[src/core/ldm_map.vh]
/*
 * Constants of the LED dimming mode and PWM block: register offsets,
 * field positions, reset values, mode codes and timing figures.
 * Assumes inclusion by bare name from the core design files.
 */
`ifndef LDM_MAP_VH
`define LDM_MAP_VH

// ==========================================================================
// Clock and timing
// ==========================================================================
`define LDM_CLK_MHZ            40
`define LDM_DIG_PERIOD_MIN_US  1000
`define LDM_MIN_HIGH_NS        6000
`define LDM_STALE_FACTOR       4

// ==========================================================================
// Register map (byte addresses)
// ==========================================================================
`define LDM_ADDR_W             8
`define LDM_ADDR_CONFIG        8'h00
`define LDM_ADDR_STATUS        8'h04
`define LDM_CONFIG_RST         20'h1c4e5

// Status fields
`define LDM_ST_MODE_LSB        0
`define LDM_ST_VALID_BIT       2
`define LDM_ST_FAULT_BIT       3
`define LDM_ST_GATE_BIT        4
`define LDM_ST_CODE_LSB        8

// ==========================================================================
// Dimming modes
// ==========================================================================
`define LDM_MODE_OFF           2'h0
`define LDM_MODE_FULL          2'h1
`define LDM_MODE_EMB           2'h2
`define LDM_MODE_DIG           2'h3

// AXI responses
`define LDM_RESP_OKAY          2'h0
`define LDM_RESP_SLVERR        2'h2

`endif

[src/core/ldm_dimming.v]
/*
 * Dimming mode decision for an LED DC-DC controller: classifies the
 * dimming input into full-on, off, embedded PWM or an external digital
 * pattern, and gates the NMOS driver and the PMOS gate output together.
 * Registers are reached over AXI4-Lite. Threshold comparator flags, the
 * quantised level code and the fault flag arrive synchronous to aclk.
 */
// Our own choices: the register addresses and the AXI4-Lite register port.
`timescale 1ns/1ps
`include "ldm_map.vh"

// Behaviour
// - Above high threshold: hold output fully on
// - Inside analog span: run embedded PWM engine
// - Below low threshold: hold output off
// - PWM gates NMOS driver and PMOS together
// - Digital pattern: full swing, under 1 kHz, no fault
// - Valid pattern high: drivers on, else off
// - Digital: pattern sets duty; analog: level, register
// - Analog level quantised into engine duty value
// - Engine alternates PMOS on and off
// - Duty resolved in 1024 steps
// - Duty scales linearly with input level
// - Fault stops engine, forces PMOS off
module ldm_dimming #(
   parameter CNT_W          = 20,
   parameter DUTY_W         = 10,
   parameter DIG_PERIOD_MIN = `LDM_DIG_PERIOD_MIN_US * `LDM_CLK_MHZ,
   parameter DIG_STALE      = `LDM_STALE_FACTOR * DIG_PERIOD_MIN
) (
   input  wire               aclk,
   input  wire               aresetn,
   input  wire [7:0]         s_axi_awaddr,
   input  wire               s_axi_awvalid,
   output reg                s_axi_awready,
   input  wire [31:0]        s_axi_wdata,
   input  wire [3:0]         s_axi_wstrb,
   input  wire               s_axi_wvalid,
   output reg                s_axi_wready,
   output reg  [1:0]         s_axi_bresp,
   output reg                s_axi_bvalid,
   input  wire               s_axi_bready,
   input  wire [7:0]         s_axi_araddr,
   input  wire               s_axi_arvalid,
   output reg                s_axi_arready,
   output reg  [31:0]        s_axi_rdata,
   output reg  [1:0]         s_axi_rresp,
   output reg                s_axi_rvalid,
   input  wire               s_axi_rready,
   input  wire               dim_above_high,
   input  wire               dim_below_low,
   input  wire               dim_in_span,
   input  wire [DUTY_W-1:0]  dim_level_input,
   input  wire               dim_freq_fault_pin,
   output reg                nmos_drv_en,
   output reg                pmos_gate_output
);

   localparam [CNT_W-1:0] PERIOD_MIN_C = DIG_PERIOD_MIN[CNT_W-1:0];
   localparam [CNT_W-1:0] STALE_C      = DIG_STALE[CNT_W-1:0];

   // ========================================================================
   // Helpers
   // ========================================================================
   function [31:0] merge_strb;
      input [31:0] old_val;
      input [31:0] new_val;
      input [3:0]  strb;
      integer      i;
      begin
         merge_strb = old_val;
         for (i = 0; i < 4; i = i + 1) begin
            if (strb[i]) begin
               merge_strb[i*8 +: 8] = new_val[i*8 +: 8];
            end
         end
      end
   endfunction

   // ========================================================================
   // Synchronous input flags
   // ========================================================================
   reg               above_reg;
   reg               below_reg;
   reg               span_reg;
   reg               fault_reg;
   reg  [DUTY_W-1:0] code_reg;

   always @(posedge aclk) begin
      if (!aresetn) begin
         above_reg <= 1'b0;
         below_reg <= 1'b0;
         span_reg  <= 1'b0;
         fault_reg <= 1'b0;
         code_reg  <= {DUTY_W{1'b0}};
      end else begin
         above_reg <= dim_above_high;
         below_reg <= dim_below_low;
         span_reg  <= dim_in_span;
         fault_reg <= dim_freq_fault_pin;
         code_reg  <= dim_level_input;
      end
   end

   // ========================================================================
   // Digital pattern recognition
   // ========================================================================
   // A rising edge counts only after a visit below the low threshold, so an
   // analog level that drifts up never looks like a pattern. High pulses
   // shorter than the minimum on time are not filtered here.
   reg              last_low_reg;
   reg              seen_rise_reg;
   reg  [CNT_W-1:0] since_reg;
   reg              valid_reg;
   wire             rise;

   assign rise = above_reg & last_low_reg;

   always @(posedge aclk) begin
      if (!aresetn) begin
         last_low_reg  <= 1'b0;
         seen_rise_reg <= 1'b0;
         since_reg     <= {CNT_W{1'b0}};
         valid_reg     <= 1'b0;
      end else begin
         if (below_reg) begin
            last_low_reg <= 1'b1;
         end else if (rise) begin
            last_low_reg <= 1'b0;
         end
         if (rise) begin
            since_reg     <= {CNT_W{1'b0}};
            seen_rise_reg <= 1'b1;
         end else if (since_reg != {CNT_W{1'b1}}) begin
            since_reg <= since_reg + {{(CNT_W-1){1'b0}}, 1'b1};
         end
         if (fault_reg) begin
            valid_reg <= 1'b0;
         end else if (rise) begin
            valid_reg <= seen_rise_reg & (since_reg >= PERIOD_MIN_C);
         end else if (since_reg >= STALE_C) begin
            valid_reg <= 1'b0;
         end
      end
   end

   // ========================================================================
   // Mode decision and output gating
   // ========================================================================
   reg  [1:0]       mode;
   reg              gate_next;
   reg  [CNT_W-1:0] period_tc_reg;
   wire             pwm_out;

   always @* begin
      mode = `LDM_MODE_OFF;
      if (fault_reg) begin
         mode = `LDM_MODE_OFF;
      end else if (valid_reg) begin
         mode = `LDM_MODE_DIG;
      end else if (above_reg) begin
         mode = `LDM_MODE_FULL;
      end else if (below_reg) begin
         mode = `LDM_MODE_OFF;
      end else if (span_reg) begin
         mode = `LDM_MODE_EMB;
      end
   end

   always @* begin
      case (mode)
         `LDM_MODE_FULL: gate_next = 1'b1;
         `LDM_MODE_EMB:  gate_next = pwm_out;
         `LDM_MODE_DIG:  gate_next = above_reg;
         default:        gate_next = 1'b0;
      endcase
   end

   ldm_pwm_engine #(
      .CNT_W  (CNT_W),
      .DUTY_W (DUTY_W)
   ) u_engine (
      .aclk      (aclk),
      .aresetn   (aresetn),
      .enable    (mode == `LDM_MODE_EMB),
      .period_tc (period_tc_reg),
      .duty_code (code_reg),
      .pwm_out   (pwm_out)
   );

   always @(posedge aclk) begin
      if (!aresetn) begin
         nmos_drv_en      <= 1'b0;
         pmos_gate_output <= 1'b0;
      end else begin
         nmos_drv_en      <= gate_next;
         pmos_gate_output <= gate_next;
      end
   end

   // ========================================================================
   // AXI4-Lite slave
   // ========================================================================
   reg  [7:0]  awaddr_reg;
   reg  [31:0] wdata_reg;
   reg  [3:0]  wstrb_reg;
   wire        aw_held;
   wire        w_held;
   wire        do_write;
   reg  [31:0] cfg_word;
   reg  [31:0] rd_word;
   reg         rd_ok;
   wire [31:0] cfg_merged;

   // Held address/data means the ready dropped after a handshake
   assign aw_held  = ~s_axi_awready;
   assign w_held   = ~s_axi_wready;
   assign do_write = aw_held & w_held & ~s_axi_bvalid;
   assign cfg_merged = merge_strb(cfg_word, wdata_reg, wstrb_reg);

   always @* begin
      cfg_word = 32'h0;
      cfg_word[CNT_W-1:0] = period_tc_reg;
      rd_ok   = 1'b1;
      rd_word = 32'h0;
      case (s_axi_araddr)
         `LDM_ADDR_CONFIG: rd_word = cfg_word;
         `LDM_ADDR_STATUS: begin
            rd_word[`LDM_ST_MODE_LSB +: 2]           = mode;
            rd_word[`LDM_ST_VALID_BIT]               = valid_reg;
            rd_word[`LDM_ST_FAULT_BIT]               = fault_reg;
            rd_word[`LDM_ST_GATE_BIT]                = pmos_gate_output;
            rd_word[`LDM_ST_CODE_LSB +: DUTY_W]      = code_reg;
         end
         default: rd_ok = 1'b0;
      endcase
   end

   always @(posedge aclk) begin
      if (!aresetn) begin
         s_axi_awready <= 1'b1;
         s_axi_wready  <= 1'b1;
         s_axi_bvalid  <= 1'b0;
         s_axi_bresp   <= `LDM_RESP_OKAY;
         s_axi_arready <= 1'b1;
         s_axi_rvalid  <= 1'b0;
         s_axi_rresp   <= `LDM_RESP_OKAY;
         s_axi_rdata   <= 32'h0;
         awaddr_reg    <= 8'h0;
         wdata_reg     <= 32'h0;
         wstrb_reg     <= 4'h0;
         period_tc_reg <= `LDM_CONFIG_RST;
      end else begin
         if (s_axi_awvalid && s_axi_awready) begin
            awaddr_reg    <= s_axi_awaddr;
            s_axi_awready <= 1'b0;
         end
         if (s_axi_wvalid && s_axi_wready) begin
            wdata_reg    <= s_axi_wdata;
            wstrb_reg    <= s_axi_wstrb;
            s_axi_wready <= 1'b0;
         end
         if (do_write) begin
            s_axi_bvalid <= 1'b1;
            if (awaddr_reg == `LDM_ADDR_CONFIG) begin
               period_tc_reg <= cfg_merged[CNT_W-1:0];
               s_axi_bresp   <= `LDM_RESP_OKAY;
            end else if (awaddr_reg == `LDM_ADDR_STATUS) begin
               s_axi_bresp <= `LDM_RESP_OKAY;
            end else begin
               s_axi_bresp <= `LDM_RESP_SLVERR;
            end
         end
         if (s_axi_bvalid && s_axi_bready) begin
            s_axi_bvalid  <= 1'b0;
            s_axi_awready <= 1'b1;
            s_axi_wready  <= 1'b1;
         end
         if (s_axi_arvalid && s_axi_arready) begin
            s_axi_arready <= 1'b0;
            s_axi_rvalid  <= 1'b1;
            s_axi_rdata   <= rd_word;
            s_axi_rresp   <= rd_ok ? `LDM_RESP_OKAY : `LDM_RESP_SLVERR;
         end else if (s_axi_rvalid && s_axi_rready) begin
            s_axi_rvalid  <= 1'b0;
            s_axi_arready <= 1'b1;
         end
      end
   end

endmodule

[src/core/ldm_pwm_engine.v]
/*
 * Embedded PWM engine: a period counter with a programmable terminal
 * count and a duty threshold scaled linearly from a quantised level code.
 * Assumes a synchronous active-low reset and a code that is already
 * registered by the caller.
 */
`timescale 1ns/1ps
`include "ldm_map.vh"

module ldm_pwm_engine #(
   parameter CNT_W  = 20,
   parameter DUTY_W = 10
) (
   input  wire              aclk,
   input  wire              aresetn,
   input  wire              enable,
   input  wire [CNT_W-1:0]  period_tc,
   input  wire [DUTY_W-1:0] duty_code,
   output reg               pwm_out
);

   reg  [CNT_W-1:0]          cnt_reg;
   reg  [CNT_W:0]            thr_reg;
   wire [CNT_W+DUTY_W:0]     product;
   wire [CNT_W:0]            thr_next;
   wire [CNT_W:0]            tc_plus1;

   // Threshold is (tc+1)*code/1024, so duty follows the level linearly
   assign tc_plus1 = {1'b0, period_tc} + {{CNT_W{1'b0}}, 1'b1};
   assign product  = {{DUTY_W{1'b0}}, tc_plus1} * {{(CNT_W+1){1'b0}}, duty_code};
   assign thr_next = product[CNT_W+DUTY_W:DUTY_W];

   // ========================================================================
   // Period counter; duty is latched only at a period start so a moving
   // level never produces a runt pulse inside a period
   // ========================================================================
   always @(posedge aclk) begin
      if (!aresetn) begin
         cnt_reg <= {CNT_W{1'b0}};
         thr_reg <= {(CNT_W+1){1'b0}};
         pwm_out <= 1'b0;
      end else if (!enable) begin
         cnt_reg <= {CNT_W{1'b0}};
         thr_reg <= thr_next;
         pwm_out <= 1'b0;
      end else begin
         if (cnt_reg >= period_tc) begin
            cnt_reg <= {CNT_W{1'b0}};
            thr_reg <= thr_next;
         end else begin
            cnt_reg <= cnt_reg + {{(CNT_W-1){1'b0}}, 1'b1};
         end
         pwm_out <= ({1'b0, cnt_reg} < thr_reg);
      end
   end

endmodule

[config.mk]
export PLATFORM = sky130hd
export DESIGN_NAME = ldm_dimming
export DESIGN_NICKNAME = d
export VERILOG_FILES = /design/src/core/ldm_dimming.v /design/src/core/ldm_pwm_engine.v
export VERILOG_INCLUDE_DIRS = /design/src /design/src/core
export SDC_FILE = /design/constraint.sdc
export NUM_CORES = 1
export LEC_CHECK = 0
export BUFFER_PORTS_ARGS = -buffer_cell sky130_fd_sc_hd__buf_2
export CAP_MARGIN = 20
export CORE_UTILIZATION = 67
export CTS_BUF_LIST = sky130_fd_sc_hd__clkbuf_16
export DETAILED_ROUTE_END_ITERATION = 8
export GPL_ROUTABILITY_DRIVEN = 0
export MAX_ROUTING_LAYER = met4
export PLACE_DENSITY_LB_ADDON = 0.05
export SLEW_MARGIN = 10
export SYNTH_ARGS = -nofsm -noshare
export SYNTH_HDL_FRONTEND = slang
export SYNTH_SLANG_ARGS = --single-unit
[constraint.sdc]
create_clock -name aclk -period 11.81 [get_ports aclk]
set_input_delay 1.7715 -clock aclk [delete_from_list [all_inputs] [get_ports aclk]]
set_output_delay 1.7715 -clock aclk [all_outputs]
set_load 0.02 [all_outputs]
==> After elaboration in Yosys (flattened, before gate mapping) <==
Index checks and enable logic that the tools add are counted.
{ "word_totals": {"regBits": 172, "inputBits": 73, "output_inout_bits": 43, "elab_cells": 94} }
{ "classes": {"reduce_logical": 19, "add_sub_neg": 3, "mul": 1, "magnitude_cmp": 4, "muxes": 24, "eq_ne": 7, "bitwise": 9} }
{ "ops": {"columns": ["op", "count"], "rows": [
  ["2-to-1 mux 21 bit", 2],
  ["adder 20 x 1 -> 20 bit, second input constant", 2],
  ["multiplier 21 x 10 -> 31 bit", 1],
  ["adder 20 x 1 -> 21 bit, second input constant", 1],
  ["less-than comparator 20 x 21 -> 1 bit", 1],
  ["greater-or-equal comparator 20 x 16 -> 1 bit, second input constant", 1],
  ["greater-or-equal comparator 20 x 18 -> 1 bit, second input constant", 1],
  ["greater-or-equal comparator 20 bit", 1],
  ["!= test 20 bit, second input constant", 1],
  ["one-hot mux 10 bit (2 select lines)", 1],
  ["2-to-1 mux 2 bit", 9],
  ["== test 8 x 3 -> 1 bit, second input constant", 2],
  ["zero test 8 bit", 2],
  ["one-hot mux 5 bit (2 select lines)", 1],
  ["2-to-1 mux 1 bit", 9],
  ["AND reduction 3 bit", 3],
  ["OR reduction 2 bit", 4],
  ["nonzero test 2 bit", 3],
  ["logical AND 1 bit", 5],
  ["NOT 1 bit", 5],
  ["bitwise AND 1 bit", 4],
  ["== test 2 bit, second input constant", 2],
  ["2-to-1 mux 3 bit", 1],
  ["one-hot mux 1 bit (3 select lines)", 1],
  ["4 further kinds", 4]
]} }

==> Longest topological paths before layout <==
{ "logic_depth": {"word_depth": 8, "mapped_depth": 26, "depth_no_buf": 25} }

==> Cells and area by module <==
From an unflattened synthesis, not the netlist that was laid out.
{ "unflattened": {"cells_unflattened": 1647, "hier_area_um2": 14271.2} }
{ "modules_own_cells": {"columns": ["mod", "cells_per_inst", "seq_area_each_um2", "instances", "area_per_inst_um2"], "rows": [
  ["ldm_pwm_engine", 1113, 840.8, 1, 9566.7],
  ["ldm_dimming", 534, 2322.2, 1, 4704.5]
]} }

==> Worst setup path before layout <==
No wires, ideal clock.
{ "synth_timing": {"path_kind": "register to register", "from": "register period_tc_reg[2]", "to": "register u_engine.thr_reg[17]", "period_less_slack_ns": 6.451, "t_arrival_ns": 6.324, "t_required_ns": 11.682, "n_path_buf": 1, "setup_ns": 0.128, "stages_incl_launch_ff": 25, "path_slack_ns": 5.359, "cell_sequence": "dfxtp_1 inv_1 nor4_2 and3_2 nand4_4 nor4_2 xnor2_1 and2_1 fa_1 fa_1 fa_1 fa_1 inv_1 fa_1 inv_1 ha_1 buf_2 a21oi_1 o21ai_0 a311o_1 o21ai_0 nor4_1 or3_1 a31oi_1 nor2_1"} }
{ "synth_via": {"elab_chain_cells": 4, "elab_cells_between_ends": 6, "cone_classes": "add/sub (1); mul (1); order compare (1); eq/ne (1); mux (2)"} }
{ "synth_lines": {"columns": ["element", "line_no", "text"], "rows": [
  ["from (decl)", "ldm_dimming.v:152", "reg [CNT_W-1:0] period_tc_reg;"],
  ["from (signal assigned)", "ldm_dimming.v:252", "period_tc_reg <= `LDM_CONFIG_RST;"],
  ["from (signal assigned)", "ldm_dimming.v:266", "period_tc_reg <= cfg_merged[CNT_W-1:0];"],
  ["adder 20 x 1 -> 21 bit", "ldm_pwm_engine.v:29", "assign tc_plus1 = {1'b0, period_tc} + {{CNT_W{1'b0}}, 1'b1};"],
  ["multiplier 21 x 10 -> 31 bit", "ldm_pwm_engine.v:30", "assign product = {{DUTY_W{1'b0}}, tc_plus1} * {{(CNT_W+1){1'b0}}, duty_code};"],
  ["2-to-1 mux 21 bit", "ldm_pwm_engine.v:47", "if (cnt_reg >= period_tc) begin"],
  ["2-to-1 mux 21 bit", "ldm_pwm_engine.v:42", "end else if (!enable) begin"],
  ["to (signal assigned)", "ldm_pwm_engine.v:40", "thr_reg <= {(CNT_W+1){1'b0}};"],
  ["to (signal assigned)", "ldm_pwm_engine.v:44", "thr_reg <= thr_next;"],
  ["to (signal assigned)", "ldm_pwm_engine.v:49", "thr_reg <= thr_next;"],
  ["to (decl)", "ldm_pwm_engine.v:23", "reg [CNT_W:0] thr_reg;"]
]} }
Several ways; a longest one is shown, not always the timed one. The select of a mux whose other input is x is not followed.
A chain may end at the register's enable or synchronous reset.

==> Worst setup path after layout <==
Same ends and word-level chain as after synthesis.

==> results.yml <==
routing:
  drt_iter0_markers: 668
  wl_per_cell_um: 17.0
  vias: 11100
  ant_nets: 0
  drt_first_pass_iters: 5
  wirelength_um: 32900
  avgViaCountPerCell: 5.75
  drc: 0
cts:
  clkTransAtPathRegs_ps: 70
  post_cts_buffers: 0
  htreeDepth: 4
  clk_latency_ps: 430
  cts_buffers: 17
  cts_root_buf: "clkbuf_16"
  cts.path.max_buffers: 2
  cts_hold_buf: 0
  cts_tree: "yes"
  clock-sinks: 158
  cts_repair_resize_count: 0
floorplanning:
  initial_utilization_pct: 68.5
  dieWidth_um: 146
  die_y_um: 146
  io_pins: 116
  row_count: 52
  die_area_um2: 21300
  core_um2: 20200
setup_path:
  max_stage_delay_ps: 770
  startpoint: "period_tc_reg[2]"
  cp_slowest_cell: "xnor2_1"
  path_cells: "inv_1 -> nor4_2 -> nand2_1 -> nor2_1 -> nand2_1 -> xnor2_1 -> nand2_1 -> fa_1 -> inv_1 -> fa_1 -> fa_1 -> fa_1 -> inv_1 -> fa_1 -> inv_1 -> ha_1 -> a21oi_1 -> o21ai_0 -> a311o_1 -> o21ai_0 -> nor4_1 -> o21ai_0 -> a31oi_1 -> nor2_1"
  critPathCaptureType: "flop"
  crit_arrival_ps: 8180
  cp_top_family: "adder cells"
  cp_common_cell: "fa_1"
  timing.rr.start: "period_tc_reg[2]"
  cp.required_ps: 12100
  crit_buf_inv: 4
  cp_max_fo: 10
  critPathLaunchType: "flop"
  critical_path_class: "reg2reg"
synthesis:
  synth_edf_count: 0
  yosysMostFrequentCell: "nand2_1"
  synth_area_um2: 13900
  syn_avg_cell_area_um2: 8.65
  synth_area_leaders: "dfxtp_1, fa_1, ha_1"
  ys_seq_area_share_pct: 22.8
  postSynth.asyncResetShare_pct: 0
  synth_commonest_cells: "nand2_1, inv_1, dfxtp_1"
  syn_inst: 1604
  synth.largest_area_cell: "dfxtp_1"
  synth_top_cell_area_share_pct: 22.8
  synth-seq-cells: 158
  yosys_warnings: 0
  synth_ff_type: "dfxtp_1"
  ys_types: 79
sta:
  setup_violations: 0
  slew_viol_final: 0
  fmax_mhz: 127
  fin_skew_ps: 11.6
  fin_crit_sh_pct: 66.8
  hold_ws_ps: 455
  rsz0062_at_grt: "false"
  layout_min_cycle_time_ps: 7890
  slew_headroom_pct: 28.9
  finalHoldViolations: 0
  fin_tns_setup_ps: 0
  max_slew.worst_pin.slew_ps: 1070
grt:
  overflow: 0
  grt_pass1_vias: 11400
  track_usage_pct: 33.6
  grt_max_degree: 80
  grt_pass1_wl_um: 55400
  antenna_found_initial: 0
placement:
  numPortBuffers: 88
  dpl-instance-area_um2: 14400
  hpwl_um: 24500
layout:
  seq_area_um2: 3160
  multi_input_area_um2: 9680
  fin_area_um2: 15000
  finalNetCount: 1983
  area_growth_pct: 8.14
  drive_gt1_share_pct: 9.60
  diodes: 0
  largest_reg_flops: 21
  fillers: 1572
pwr:
  powerDensity_nw_per_um2: 114
  p_total_uw: 1710
  ir_drop_v: 0.0000997
  p_leak_uw: 0.00732
run:
  drv_cap: 0
outcome:
  status: "finished, final reports clean"
worst_hold_path:
  worstHoldStart: "wdata_reg[1]"
  hold_class: "reg2reg"
## final cells by class
type | count | area share (%)
Multi-Input combinational cell | 1193 | 64.5
Sequential cell | 158 | 21.1
Inverter | 184 | 4.61
Timing Repair Buffer | 100 | 3.54
Clock buffer | 17 | 2.84
Tap cell | 270 | 2.25
Clock inverter | 15 | 1.13
## metal layers
layer / vias up / wire [µm] / track usage, %
met5: - / 0 / -
met4: 0 / 1410 / 15.2
met3: 95 / 1490 / 3.73
met2: 343 / 16400 / 57.0
met1: 5412 / 13600 / 40.4
li1: 5294 / - / -
## placed cells by master, fill, tap and decap left out, drive strengths merged, types with 4 or more instances in the layout
| cell | netlist | routed |
|---|---|---|
| nor2 | 136 | 136 |
| nor4 | 9 | 9 |
| xnor2 | 37 | 37 |
| ha | 107 | 107 |
| dfxtp | 158 | 158 |
| nand3 | 39 | 39 |
| buf | 29 | 100 |
| fa | 149 | 149 |
| nor2b | 7 | 7 |
| a22oi | 6 | 6 |
| o21ai | 29 | 29 |
| a31oi | 4 | 4 |
| and4 | 6 | 6 |
| or3 | 7 | 7 |
| o21bai | 4 | 4 |
| o22ai | 8 | 8 |
| xor2 | 27 | 27 |
| a21o | 22 | 22 |
| clkinv | 1 | 4 |
| a21oi | 101 | 101 |
| nand2 | 198 | 198 |
| conb | 1 | 14 |
| clkbuf | 53 | 17 |
| mux2i | 37 | 37 |
| o31ai | 5 | 5 |
| and2 | 134 | 134 |
| inv | 183 | 193 |
| nand4 | 22 | 22 |
| and3 | 14 | 14 |
| nand2b | 8 | 8 |
| nor3 | 16 | 16 |
## final timing paths
path                                to  slack (ps)  depth (start not counted)
setup / recovery  u_engine.thr_reg[17]        3920                         24
hold / removal            wdata_reg[1]         450                          2
setup reg to reg  u_engine.thr_reg[17]        3920                         24
hold reg to reg           wdata_reg[1]         450                          2
## logic make-up after synthesis
kind of cell	count (synthesis)	synth area share (%)
other cells	1	0.0270
buf+inv	266	7.75
simple gates	611	22.0
flops	158	22.8
xor+xnor	64	4.10
mux	37	2.67
compound gates	211	9.51
fa+ha+maj	256	31.2
## report_power, final
group | total (µW) | leakage [µW] | switching [µW] | internal, µW
combinational | 566 | 0.00574 | 338 | 228
clock | 554 | 0.000291 | 252 | 302
sequential | 592 | 0.00129 | 27.2 | 565
## through the flow
step	setup WS, ps	std cells	util (%)
detailed placement	4070	1905	71.2
CTS	4010	1937	74.1
global route	3550	1937	74.1
global placement	4150	1903	71.1
finish	3920	1937	74.1
floorplan	5360	1617	-
## worst reg2reg max path, delay by kind of cell, from the launching register on
| family | cells | cell delay [ps] |
|---|---|---|
| compound gates | 6 | 1310 |
| xor+xnor | 1 | 770 |
| fa+ha+maj | 6 | 3100 |
| buf+inv | 4 | 350 |
| flops | 1 | 540 |
| simple gates | 7 | 1700 |
Note: power is estimated with default switching activity, not from simulation.
